## src/logic/sncr_map.svh

```systemverilog
// Register numbers, field positions, reset values and limits of the node configuration bank
`ifndef SNCR_MAP_SVH
`define SNCR_MAP_SVH
`define SNCR_REG_IDENT      8'h00
`define SNCR_REG_DESC       8'h01
`define SNCR_REG_CONFIG     8'h04
`define SNCR_REG_NODE_ID    8'h05
`define SNCR_REG_PLL        8'h06
`define SNCR_REG_SW_DIV     8'h07
`define SNCR_REG_REF_DIV    8'h08
`define SNCR_REG_JTAG_ID    8'h09
`define SNCR_REG_USER_CODE  8'h0A
`define SNCR_REG_DIR_LOW    8'h0C
`define SNCR_REG_DIR_HIGH   8'h0D
`define SNCR_REG_RSV_A      8'h10
`define SNCR_REG_RSV_B      8'h11
`define SNCR_REG_DBG_SRC    8'h1F
`define SNCR_CFG_LOCK_ALL   31
`define SNCR_CFG_LOCK_PLL   8
`define SNCR_CFG_HDR_ONE    0
`define SNCR_PLL_NO_RESET   31
`define SNCR_PLL_NO_WAIT    30
`define SNCR_PLL_BYPASS     29
`define SNCR_PLL_JTAG_BOOT  28
`define SNCR_PLL_P_HI       25
`define SNCR_PLL_P_LO       23
`define SNCR_PLL_M_HI       20
`define SNCR_PLL_M_LO       8
`define SNCR_PLL_N_HI       6
`define SNCR_PLL_N_LO       0
`define SNCR_PLL_M_MAX      13'h00FE
`define SNCR_PLL_N_MAX      7'h0F
`define SNCR_PLL_WMASK      32'hF39F_FF7F
`define SNCR_PLL_RST        32'h0000_0000
`define SNCR_REF_DIV_RST    16'h0003
`define SNCR_ID_PINS_LO     16
`define SNCR_ID_REV_LO      8
`define SNCR_UCODE_LO       18
`define SNCR_SYNC_FILL      2'h3
`endif

```

## src/logic/sncr_pkg.sv

```systemverilog
// Types of the node configuration bank
package sncr_pkg;
    typedef enum logic [1:0] {
        SNCR_PLL_IDLE,
        SNCR_PLL_BLANK,
        SNCR_PLL_WAIT
    } sncr_pll_state_t;

    typedef struct packed {
        logic [7:0]      boot_s1;
        logic [7:0]      boot_s2;
        logic [7:0]      boot_s3;
        logic [1:0]      fill;
        logic            boot_done;
        logic [7:0]      boot_pins;
        logic [2:0]      lock_s;
        logic            lock_all;
        logic            lock_pll;
        logic            hdr_one;
        logic [15:0]     node_id;
        logic [31:0]     pll;
        logic [15:0]     sw_div;
        logic [15:0]     ref_div;
        logic [31:0]     dir_low;
        logic [31:0]     dir_high;
        logic [1:0]      rsv_a;
        logic [1:0]      rsv_b;
        sncr_pll_state_t pll_st;
        logic [15:0]     blank_cnt;
        logic            tile_reset;
        logic            relock_wait;
        logic            ack;
        logic            err;
        logic [31:0]     rdata;
        logic            route_valid;
        logic            route_local;
        logic [3:0]      route_dir;
    } sncr_state_t;
endpackage : sncr_pkg

```

## src/logic/sncr_regs.sv

```systemverilog
// Node configuration register bank with routing direction lookup
`timescale 1ns/1ps
`include "sncr_map.svh"

module sncr_regs
    import sncr_pkg::*;
#(
    parameter logic [7:0]  SWITCH_VERSION    = 8'h01,
    parameter logic [7:0]  SWITCH_REVISION   = 8'h00,
    parameter logic [7:0]  NUM_SERIAL_LINKS  = 8'h08,
    parameter logic [7:0]  NUM_SWITCH_PROCS  = 8'h02,
    parameter logic [7:0]  NUM_DEVICE_PROCS  = 8'h02,
    // Arbitrary identity values, not those of any real part
    parameter logic [31:0] JTAG_IDENTITY     = 32'h0000_0001,
    parameter logic [17:0] METAL_ID_CODE     = 18'h0_0000,
    parameter logic [15:0] PLL_BLANK_CYCLES  = 16'h0010
) (
    // Clock and reset
    input  wire logic        clk_i,
    input  wire logic        reset_n_i,
    // Configuration access
    input  wire logic        cfg_req_i,
    input  wire logic        cfg_write_i,
    input  wire logic [7:0]  cfg_addr_i,
    input  wire logic [31:0] cfg_wdata_i,
    output logic             cfg_ack_o,
    output logic             cfg_error_o,
    output logic [31:0]      cfg_rdata_o,
    // Pins and on-chip sources
    input  wire logic [7:0]  boot_control_pins_i,
    input  wire logic        pll_locked_i,
    input  wire logic [13:0] otp_user_code_i,
    input  wire logic [1:0]  debug_source_i,
    // Route lookup
    input  wire logic        route_req_i,
    input  wire logic [15:0] route_dest_i,
    output logic             route_valid_o,
    output logic             route_local_o,
    output logic [3:0]       route_dir_o,
    // Configuration outputs
    output logic             header_one_byte_o,
    output logic [15:0]      node_id_o,
    output logic             pll_bypass_o,
    output logic             boot_from_jtag_o,
    output logic [2:0]       pll_out_div_o,
    output logic [12:0]      pll_fb_mult_o,
    output logic [6:0]       pll_in_div_o,
    output logic [15:0]      switch_clk_div_o,
    output logic [15:0]      ref_clk_div_o,
    output logic             tile_reset_o,
    output logic             pll_relock_wait_o
);

    sncr_state_t st;
    sncr_state_t next_st;

    logic        wr;
    logic        rd;
    logic        wr_ok;
    logic        ctl_lock;
    logic [31:0] pll_w;
    logic [12:0] m_w;
    logic [6:0]  n_w;
    logic [15:0] diff;
    logic [3:0]  msb;
    logic        found;
    logic        pll_wr_ok;

    // Direction field of one dimension; each table holds eight 4-bit fields
    function automatic logic [3:0] sncr_dir_field(
        input logic [31:0] tbl,
        input logic [2:0]  dim
    );
        logic [3:0] f;
        f = tbl[{dim, 2'h0} +: 4];
        return f;
    endfunction : sncr_dir_field

    always_comb begin
        next_st = st;
        wr      = cfg_req_i && cfg_write_i;
        rd      = cfg_req_i && !cfg_write_i;
        ctl_lock = st.lock_all;
        wr_ok   = 1'b0;
        pll_w   = cfg_wdata_i & `SNCR_PLL_WMASK;
        m_w     = pll_w[`SNCR_PLL_M_HI:`SNCR_PLL_M_LO];
        n_w     = pll_w[`SNCR_PLL_N_HI:`SNCR_PLL_N_LO];
        diff    = route_dest_i ^ st.node_id;
        msb     = 4'h0;
        found   = 1'b0;
        pll_wr_ok = 1'b0;

        // Three-stage synchronisers for pins from outside the clock domain
        next_st.boot_s1 = boot_control_pins_i;
        next_st.boot_s2 = st.boot_s1;
        next_st.boot_s3 = st.boot_s2;
        next_st.lock_s  = {st.lock_s[1:0], pll_locked_i};

        // Boot pins are taken once, after the chain has refilled since reset
        if (st.fill != `SNCR_SYNC_FILL) begin
            next_st.fill = st.fill + 2'h1;
        end else if (!st.boot_done && st.boot_s2 == st.boot_s3) begin
            next_st.boot_pins = st.boot_s3;
            next_st.boot_done = 1'b1;
        end

        // Pulses last one cycle
        next_st.ack        = 1'b0;
        next_st.err        = 1'b0;
        next_st.tile_reset = 1'b0;

        if (cfg_req_i) begin
            next_st.ack = 1'b1;
        end

        if (rd) begin
            next_st.rdata = 32'h0000_0000;
            case (cfg_addr_i)
                `SNCR_REG_IDENT: begin
                    next_st.rdata[23:`SNCR_ID_PINS_LO] = st.boot_pins;
                    next_st.rdata[15:`SNCR_ID_REV_LO]  = SWITCH_REVISION;
                    next_st.rdata[7:0]                 = SWITCH_VERSION;
                end

                `SNCR_REG_DESC: begin
                    next_st.rdata[23:16] = NUM_SERIAL_LINKS;
                    next_st.rdata[15:8]  = NUM_SWITCH_PROCS;
                    next_st.rdata[7:0]   = NUM_DEVICE_PROCS;
                end

                `SNCR_REG_CONFIG: begin
                    next_st.rdata[`SNCR_CFG_LOCK_ALL] = st.lock_all;
                    next_st.rdata[`SNCR_CFG_LOCK_PLL] = st.lock_pll;
                    next_st.rdata[`SNCR_CFG_HDR_ONE]  = st.hdr_one;
                end

                `SNCR_REG_NODE_ID: begin
                    next_st.rdata[15:0] = st.node_id;
                end

                `SNCR_REG_PLL: begin
                    next_st.rdata = st.pll;
                end

                `SNCR_REG_SW_DIV: begin
                    next_st.rdata[15:0] = st.sw_div;
                end

                `SNCR_REG_REF_DIV: begin
                    next_st.rdata[15:0] = st.ref_div;
                end

                `SNCR_REG_JTAG_ID: begin
                    next_st.rdata = JTAG_IDENTITY;
                end

                `SNCR_REG_USER_CODE: begin
                    next_st.rdata[31:`SNCR_UCODE_LO] = otp_user_code_i;
                    next_st.rdata[17:0]              = METAL_ID_CODE;
                end

                `SNCR_REG_DIR_LOW: begin
                    next_st.rdata = st.dir_low;
                end

                `SNCR_REG_DIR_HIGH: begin
                    next_st.rdata = st.dir_high;
                end

                `SNCR_REG_RSV_A: begin
                    next_st.rdata[1:0] = st.rsv_a;
                end

                `SNCR_REG_RSV_B: begin
                    next_st.rdata[1:0] = st.rsv_b;
                end

                `SNCR_REG_DBG_SRC: begin
                    next_st.rdata[1:0] = debug_source_i;
                end
                default: begin
                    next_st.err = 1'b1;
                end
            endcase
        end

        if (wr) begin
            // Lock bit covers the configuration register too, so it holds until reset
            case (cfg_addr_i)
                `SNCR_REG_CONFIG: begin
                    if (!ctl_lock) begin
                        wr_ok            = 1'b1;
                        next_st.lock_all = cfg_wdata_i[`SNCR_CFG_LOCK_ALL];
                        next_st.lock_pll = cfg_wdata_i[`SNCR_CFG_LOCK_PLL];
                        next_st.hdr_one  = cfg_wdata_i[`SNCR_CFG_HDR_ONE];
                    end
                end

                `SNCR_REG_NODE_ID: begin
                    if (!ctl_lock) begin
                        wr_ok           = 1'b1;
                        next_st.node_id = cfg_wdata_i[15:0];
                    end
                end

                `SNCR_REG_PLL: begin
                    if (!ctl_lock && !st.lock_pll) begin
                        wr_ok = 1'b1;
                        pll_wr_ok = 1'b1;
                        // Codes beyond the largest legal ratio are held at the limit
                        if (m_w > `SNCR_PLL_M_MAX) begin
                            m_w = `SNCR_PLL_M_MAX;
                        end
                        if (n_w > `SNCR_PLL_N_MAX) begin
                            n_w = `SNCR_PLL_N_MAX;
                        end
                        pll_w[`SNCR_PLL_M_HI:`SNCR_PLL_M_LO] = m_w;
                        pll_w[`SNCR_PLL_N_HI:`SNCR_PLL_N_LO] = n_w;
                        next_st.pll = pll_w;
                        next_st.tile_reset = !pll_w[`SNCR_PLL_NO_RESET];
                        if (!pll_w[`SNCR_PLL_NO_WAIT]) begin
                            next_st.pll_st      = SNCR_PLL_BLANK;
                            next_st.blank_cnt   = PLL_BLANK_CYCLES;
                            next_st.relock_wait = 1'b1;
                        end else begin
                            next_st.pll_st      = SNCR_PLL_IDLE;
                            next_st.relock_wait = 1'b0;
                        end
                    end
                end
                `SNCR_REG_SW_DIV: begin
                    if (!ctl_lock) begin
                        wr_ok          = 1'b1;
                        next_st.sw_div = cfg_wdata_i[15:0];
                    end
                end

                `SNCR_REG_REF_DIV: begin
                    if (!ctl_lock) begin
                        wr_ok           = 1'b1;
                        next_st.ref_div = cfg_wdata_i[15:0];
                    end
                end

                `SNCR_REG_DIR_LOW: begin
                    if (!ctl_lock) begin
                        wr_ok           = 1'b1;
                        next_st.dir_low = cfg_wdata_i;
                    end
                end

                `SNCR_REG_DIR_HIGH: begin
                    if (!ctl_lock) begin
                        wr_ok            = 1'b1;
                        next_st.dir_high = cfg_wdata_i;
                    end
                end

                `SNCR_REG_RSV_A: begin
                    if (!ctl_lock) begin
                        wr_ok         = 1'b1;
                        next_st.rsv_a = cfg_wdata_i[1:0];
                    end
                end

                `SNCR_REG_RSV_B: begin
                    if (!ctl_lock) begin
                        wr_ok         = 1'b1;
                        next_st.rsv_b = cfg_wdata_i[1:0];
                    end
                end

                default: begin
                    wr_ok = 1'b0;
                end
            endcase
            next_st.err = !wr_ok;
        end

        // Relock wait: lock may still read high just after the write, so blank first
        if (!pll_wr_ok) begin
            case (st.pll_st)
                SNCR_PLL_IDLE: begin
                    next_st.relock_wait = 1'b0;
                end
                SNCR_PLL_BLANK: begin
                    if (st.blank_cnt <= 16'h0001) begin
                        next_st.pll_st = SNCR_PLL_WAIT;
                    end else begin
                        next_st.blank_cnt = st.blank_cnt - 16'h0001;
                    end
                end
                SNCR_PLL_WAIT: begin
                    if (st.lock_s[1] && st.lock_s[2]) begin
                        next_st.pll_st      = SNCR_PLL_IDLE;
                        next_st.relock_wait = 1'b0;
                    end
                end
                default: begin
                    next_st.pll_st      = SNCR_PLL_IDLE;
                    next_st.relock_wait = 1'b0;
                end
            endcase
        end

        // Most significant mismatching bit picks the dimension
        for (int i = 0; i < 16; i++) begin
            if (diff[i]) begin
                msb   = 4'(i);
                found = 1'b1;
            end
        end
        next_st.route_valid = route_req_i;
        if (route_req_i) begin
            next_st.route_local = !found;
            if (!found) begin
                next_st.route_dir = 4'h0;
            end else if (msb[3]) begin
                next_st.route_dir = sncr_dir_field(st.dir_high, msb[2:0]);
            end else begin
                next_st.route_dir = sncr_dir_field(st.dir_low, msb[2:0]);
            end
        end
    end

    always_ff @(posedge clk_i) begin
        if (!reset_n_i) begin
            st             <= '0;
            st.lock_all    <= 1'b0;
            st.lock_pll    <= 1'b0;
            st.hdr_one     <= 1'b0;
            st.node_id     <= '0;
            st.pll         <= `SNCR_PLL_RST;
            st.sw_div      <= '0;
            st.ref_div     <= `SNCR_REF_DIV_RST;
            st.dir_low     <= '0;
            st.dir_high    <= '0;
            st.rsv_a       <= '0;
            st.rsv_b       <= '0;
            st.pll_st      <= SNCR_PLL_IDLE;
            st.tile_reset  <= 1'b0;
            st.relock_wait <= 1'b0;
        end else begin
            st <= next_st;
        end
    end

    // Access answer
    assign cfg_ack_o   = st.ack;
    assign cfg_error_o = st.err;
    assign cfg_rdata_o = st.rdata;

    // Route answer
    assign route_valid_o = st.route_valid;
    assign route_local_o = st.route_local;
    assign route_dir_o   = st.route_dir;

    // Configuration fields
    assign header_one_byte_o = st.hdr_one;
    assign node_id_o         = st.node_id;
    assign pll_bypass_o      = st.pll[`SNCR_PLL_BYPASS];
    assign boot_from_jtag_o  = st.pll[`SNCR_PLL_JTAG_BOOT];
    assign pll_out_div_o     = st.pll[`SNCR_PLL_P_HI:`SNCR_PLL_P_LO];
    assign pll_fb_mult_o     = st.pll[`SNCR_PLL_M_HI:`SNCR_PLL_M_LO];
    assign pll_in_div_o      = st.pll[`SNCR_PLL_N_HI:`SNCR_PLL_N_LO];
    assign switch_clk_div_o  = st.sw_div;
    assign ref_clk_div_o     = st.ref_div;
    assign tile_reset_o      = st.tile_reset;
    assign pll_relock_wait_o = st.relock_wait;

endmodule : sncr_regs

```

## config.mk

```make
export PLATFORM = sky130hd
export DESIGN_NAME = sncr_regs
export DESIGN_NICKNAME = d
export VERILOG_FILES = /design/src/logic/sncr_pkg.sv /design/src/logic/sncr_regs.sv
export VERILOG_INCLUDE_DIRS = /design/src /design/src/logic
export SDC_FILE = /design/constraint.sdc
export NUM_CORES = 1
export LEC_CHECK = 0
export BUFFER_PORTS_ARGS = -buffer_cell sky130_fd_sc_hd__buf_2
export CAP_MARGIN = 5
export CORE_MARGIN = 2
export CORE_UTILIZATION = 50
export CTS_CLUSTER_SIZE = 40
export DETAILED_ROUTE_END_ITERATION = 16
export PLACE_DENSITY = 0.7
export SYNTH_ARGS = -nofsm -noshare
export SYNTH_HDL_FRONTEND = slang
export SYNTH_SLANG_ARGS = --single-unit
```

## constraint.sdc

```tcl
create_clock -name clk_i -period 3.1 [get_ports clk_i]
set_clock_uncertainty 0.2 [all_clocks]
set_input_delay 0.155 -clock clk_i [delete_from_list [all_inputs] [get_ports clk_i]]
set_output_delay 0.155 -clock clk_i [all_outputs]
set_load 0.02 [all_outputs]
```

==> summary.md <==
| Metric | Value |
|---|---|
| Outcome | `complete, no violations` |
| Routing usage on met3 | `5.589%` |
| Switching pwr | `1.573 mW` |
| Final hold violations | `0` |
| DR DRC count | `0` |
| Fin cells | `1888` |
| Worst-margin pin slew | `0.7890 ns` |
| HP Class | `input port to flop` |
| CP max FO | `11` |
| Post-synth EDFFs | `0` |
| Routed Antenna Nets | `0` |
| Pwr Density | `482.0 nW/µm²` |
| Commonest non-fill, non-tap cell in the layout | `nand2_1` |
| Count of boundary I/O pins | `202` |
| First-pass GRT wire length | `56460 µm` |
| Root Driver | `clkbuf_16` |
| Required @ worst endpoint | `3.32 ns` |
| I/O Buffers | `201` |
| Most used routing layer | `met2` |
| Vias in the first global route | `10140` |
| Die area | `24780 µm²` |
| Setup bufs post-CTS | `0` |
| Yosys warning total | `0` |
| Die Y | `157.4 µm` |
| Remaining Overflow, GRT | `0` |
| Final period util | `89.38%` |
| Worst R2R Setup Slack | `0.33 ns` |
| Kind of critical path | `flop to flop` |
| WP data arrival | `2.99 ns` |
| Post-Syn Area | `11770 µm²` |
| Fin. max-slew vios | `0` |
| Core Box Area | `23260 µm²` |
| Avg Cell Area, Syn | `8.299 µm²` |
| CTS sink count | `244` |
| P_leak | `5.251 nW` |
| DRT iter0 DRCs | `1210` |
| HPWL after detailed placement | `25790 µm` |
| Crit path from | `node_id_o[14]` |
| Flops & latches, synth | `244` |
| Final Core Density | `59.40%` |
| CTS tree | `done` |
| Net Sw Frac | `23.62%` |
| Distinct cells, synth | `63` |
| Die width | `157.4 µm` |
| Worst Hold Path EP | `st[62]` |
| Dpl ws | `0.3458 ns` |
| Post_cts resized | `0` |
| CTS Buf Count | `26` |
| Fin area | `13820 µm²` |
| Post-route minimum period | `2.771 ns` |
| Setup violators final | `0` |
| Hold Path Origin | `cfg_addr_i[4]` |
| Fmax | `360.9 MHz` |
| Syn_nets | `1511` |
| Placer Congestion | `0.9318` |
| R2R cell count | `8` |
| Clk slew on worst S/H paths | `0.06 ns` |
| Met1 usage | `38.42%` |
| Worst vdd ir | `0.0004627 V` |
| Worst setup margin | `0.3293 ns` |
| Initial antenna violation count | `2` |
| Drt first pass iters | `8` |
| # nets final | `1642` |
| Total Wirelength | `37400 µm` |
| M2 GR Usage | `46.60%` |
| Internal power | `5.087 mW` |
| Worst slew margin | `47.20%` |
| CP Capture Type | `flop` |
| WL per Instance | `19.81 µm` |
| Asr flop ratio synth | `0%` |
| Setup tns final | `0 ns` |
| WHS Path Cells | `5` |
| Antenna Cells | `0` |
| Latest clock arrival within the worst-skew pair | `0.54 ns` |
| Register area share after synthesis | `41.51%` |
| Rows | `56` |
| Clock power share | `45.3%` |
| Dominant synthesized flop cell | `dfxtp_1` |
| Synth-to-layout area growth | `17.42%` |
| Share of layout cells above drive strength 1 | `18.99%` |
| Worst Setup Start Kind | `flop` |
| Pin count of the biggest net entering global routing | `101` |
| GR Util All Layers | `29.03%` |
| Max Cap Viol | `0` |
| Initial core utilization | `50.59%` |
| Vias/cell | `5.754` |
| Commonest cells after routing, fill and taps aside | `nand2_1 (312), dfxtp_1 (244), buf_2 (200), a21boi_1 (77), dlygate4sd3_1 (64)` |
| DP Cell Count | `1776` |
| Worst flop-to-flop path endpoint | `route_dir_o[3]` |
| CTS Buffer Depth | `3` |
| Fin Hold WS | `0.02232 ns` |
| RSZ-0062 raised after global routing | `no` |
| Syn Inst Count | `1418` |
| Placed cell area | `12340 µm²` |
| Post-layout power | `6.660 mW` |
| CTS H-tree depth | `1` |
| Fillers | `2117` |
| Sequential power share | `47.9%` |
| Hold_buf cts | `64` |
| Gate power share | `6.8%` |
| RR Startpoint | `node_id_o[14]` |
| Vias | `10860` |
state kept, by name (all words and copies together), names as in the netlist, 3 cells and up:
name / cells
pll_in_div_o: 7
ref_clk_div_o: 16
pll_fb_mult_o: 13
pll_out_div_o: 3
route_dir_o: 4
switch_clk_div_o: 16
next_st: 18
cfg_rdata_o: 32
st: 109
node_id_o: 16
worst max-delay path: stages (launching register included):
cell and delay (ns):
dfxtp_1 0.35, xnor2_1 0.33, nand4_1 0.41, buf_4 0.33, nor4_1 0.37, nand2b_1 0.31, a311oi_1 0.07, a31oi_1 0.21
nand3_1 0.09
metal layers:
metal  part of all wire, %  wire, µm
met1                    41     15380
met2                    46     17240
met3                   9.1      3385
met4                   3.7      1400
met5                     0         0
power by group through the flow:
stage | clock network [mW] | logic [mW] | registers (mW)
2_1_floorplan | 0 | 0.228 | 3.26
4_1_cts | 3.04 | 0.446 | 3.19
3_5_place_dp | 0 | 0.383 | 3.26
6_report | 3.02 | 0.453 | 3.19
3_3_place_gp | 0 | 0.381 | 3.26
5_1_grt | 3.17 | 0.486 | 3.19
logic make-up (layout without fill, tap and decap cells):
logic type	after synthesis	after routing	share of synthesized area, %
fa+ha+maj	7	7	0.7443
mux	13	13	1.106
buf+inv	205	356	10.21
xor+xnor	40	40	2.977
compound gates	328	328	19.94
simple gates	581	581	23.52
flops	244	244	41.51
area by class of cell:
| cell class | count | area [µm²] | share of cell area [%] |
|---|---|---|---|
| tap | 319 | 399.1 | 2.889 |
| inverter | 5 | 18.77 | 0.1358 |
| timing repair buffer | 303 | 1972 | 14.27 |
| sequential | 244 | 4885 | 35.35 |
| clock buffer | 37 | 762.0 | 5.515 |
| multi-input combinational | 969 | 5708 | 41.31 |
| clock inverter | 11 | 72.57 | 0.5252 |
cells in the mapped netlist, drive strengths merged (13+ instances only):
master	count	area share [%]
nor4	22	1.6
a31oi	23	1.2
xor2	16	1.2
nor2b	34	1.8
nor3b	19	1.2
buf	132	7.9
nor2	44	1.4
mux2i	13	1.1
a21oi	46	2.0
a22oi	49	3.1
nand2	313	10
nand3	41	1.7
and2	39	2.1
a21boi	127	8.1
o21ai	24	1.0
a222oi	18	1.5
xnor2	24	1.8
nor3	27	1.2
dfxtp	244	42
clkbuf	68	2.2
how the worst max path moves through the flow:
stage	to	slack [ns]	cells past startpoint
floorplan	st[57]	0.70	8
global route	route_dir_o[3]	0.02	8
finish	route_dir_o[3]	0.33	8
global placement	route_dir_o[2]	0.37	8
CTS	route_dir_o[3]	0.36	8
detailed placement	st[46]	0.35	7
(Power assumes the default switching activity.)
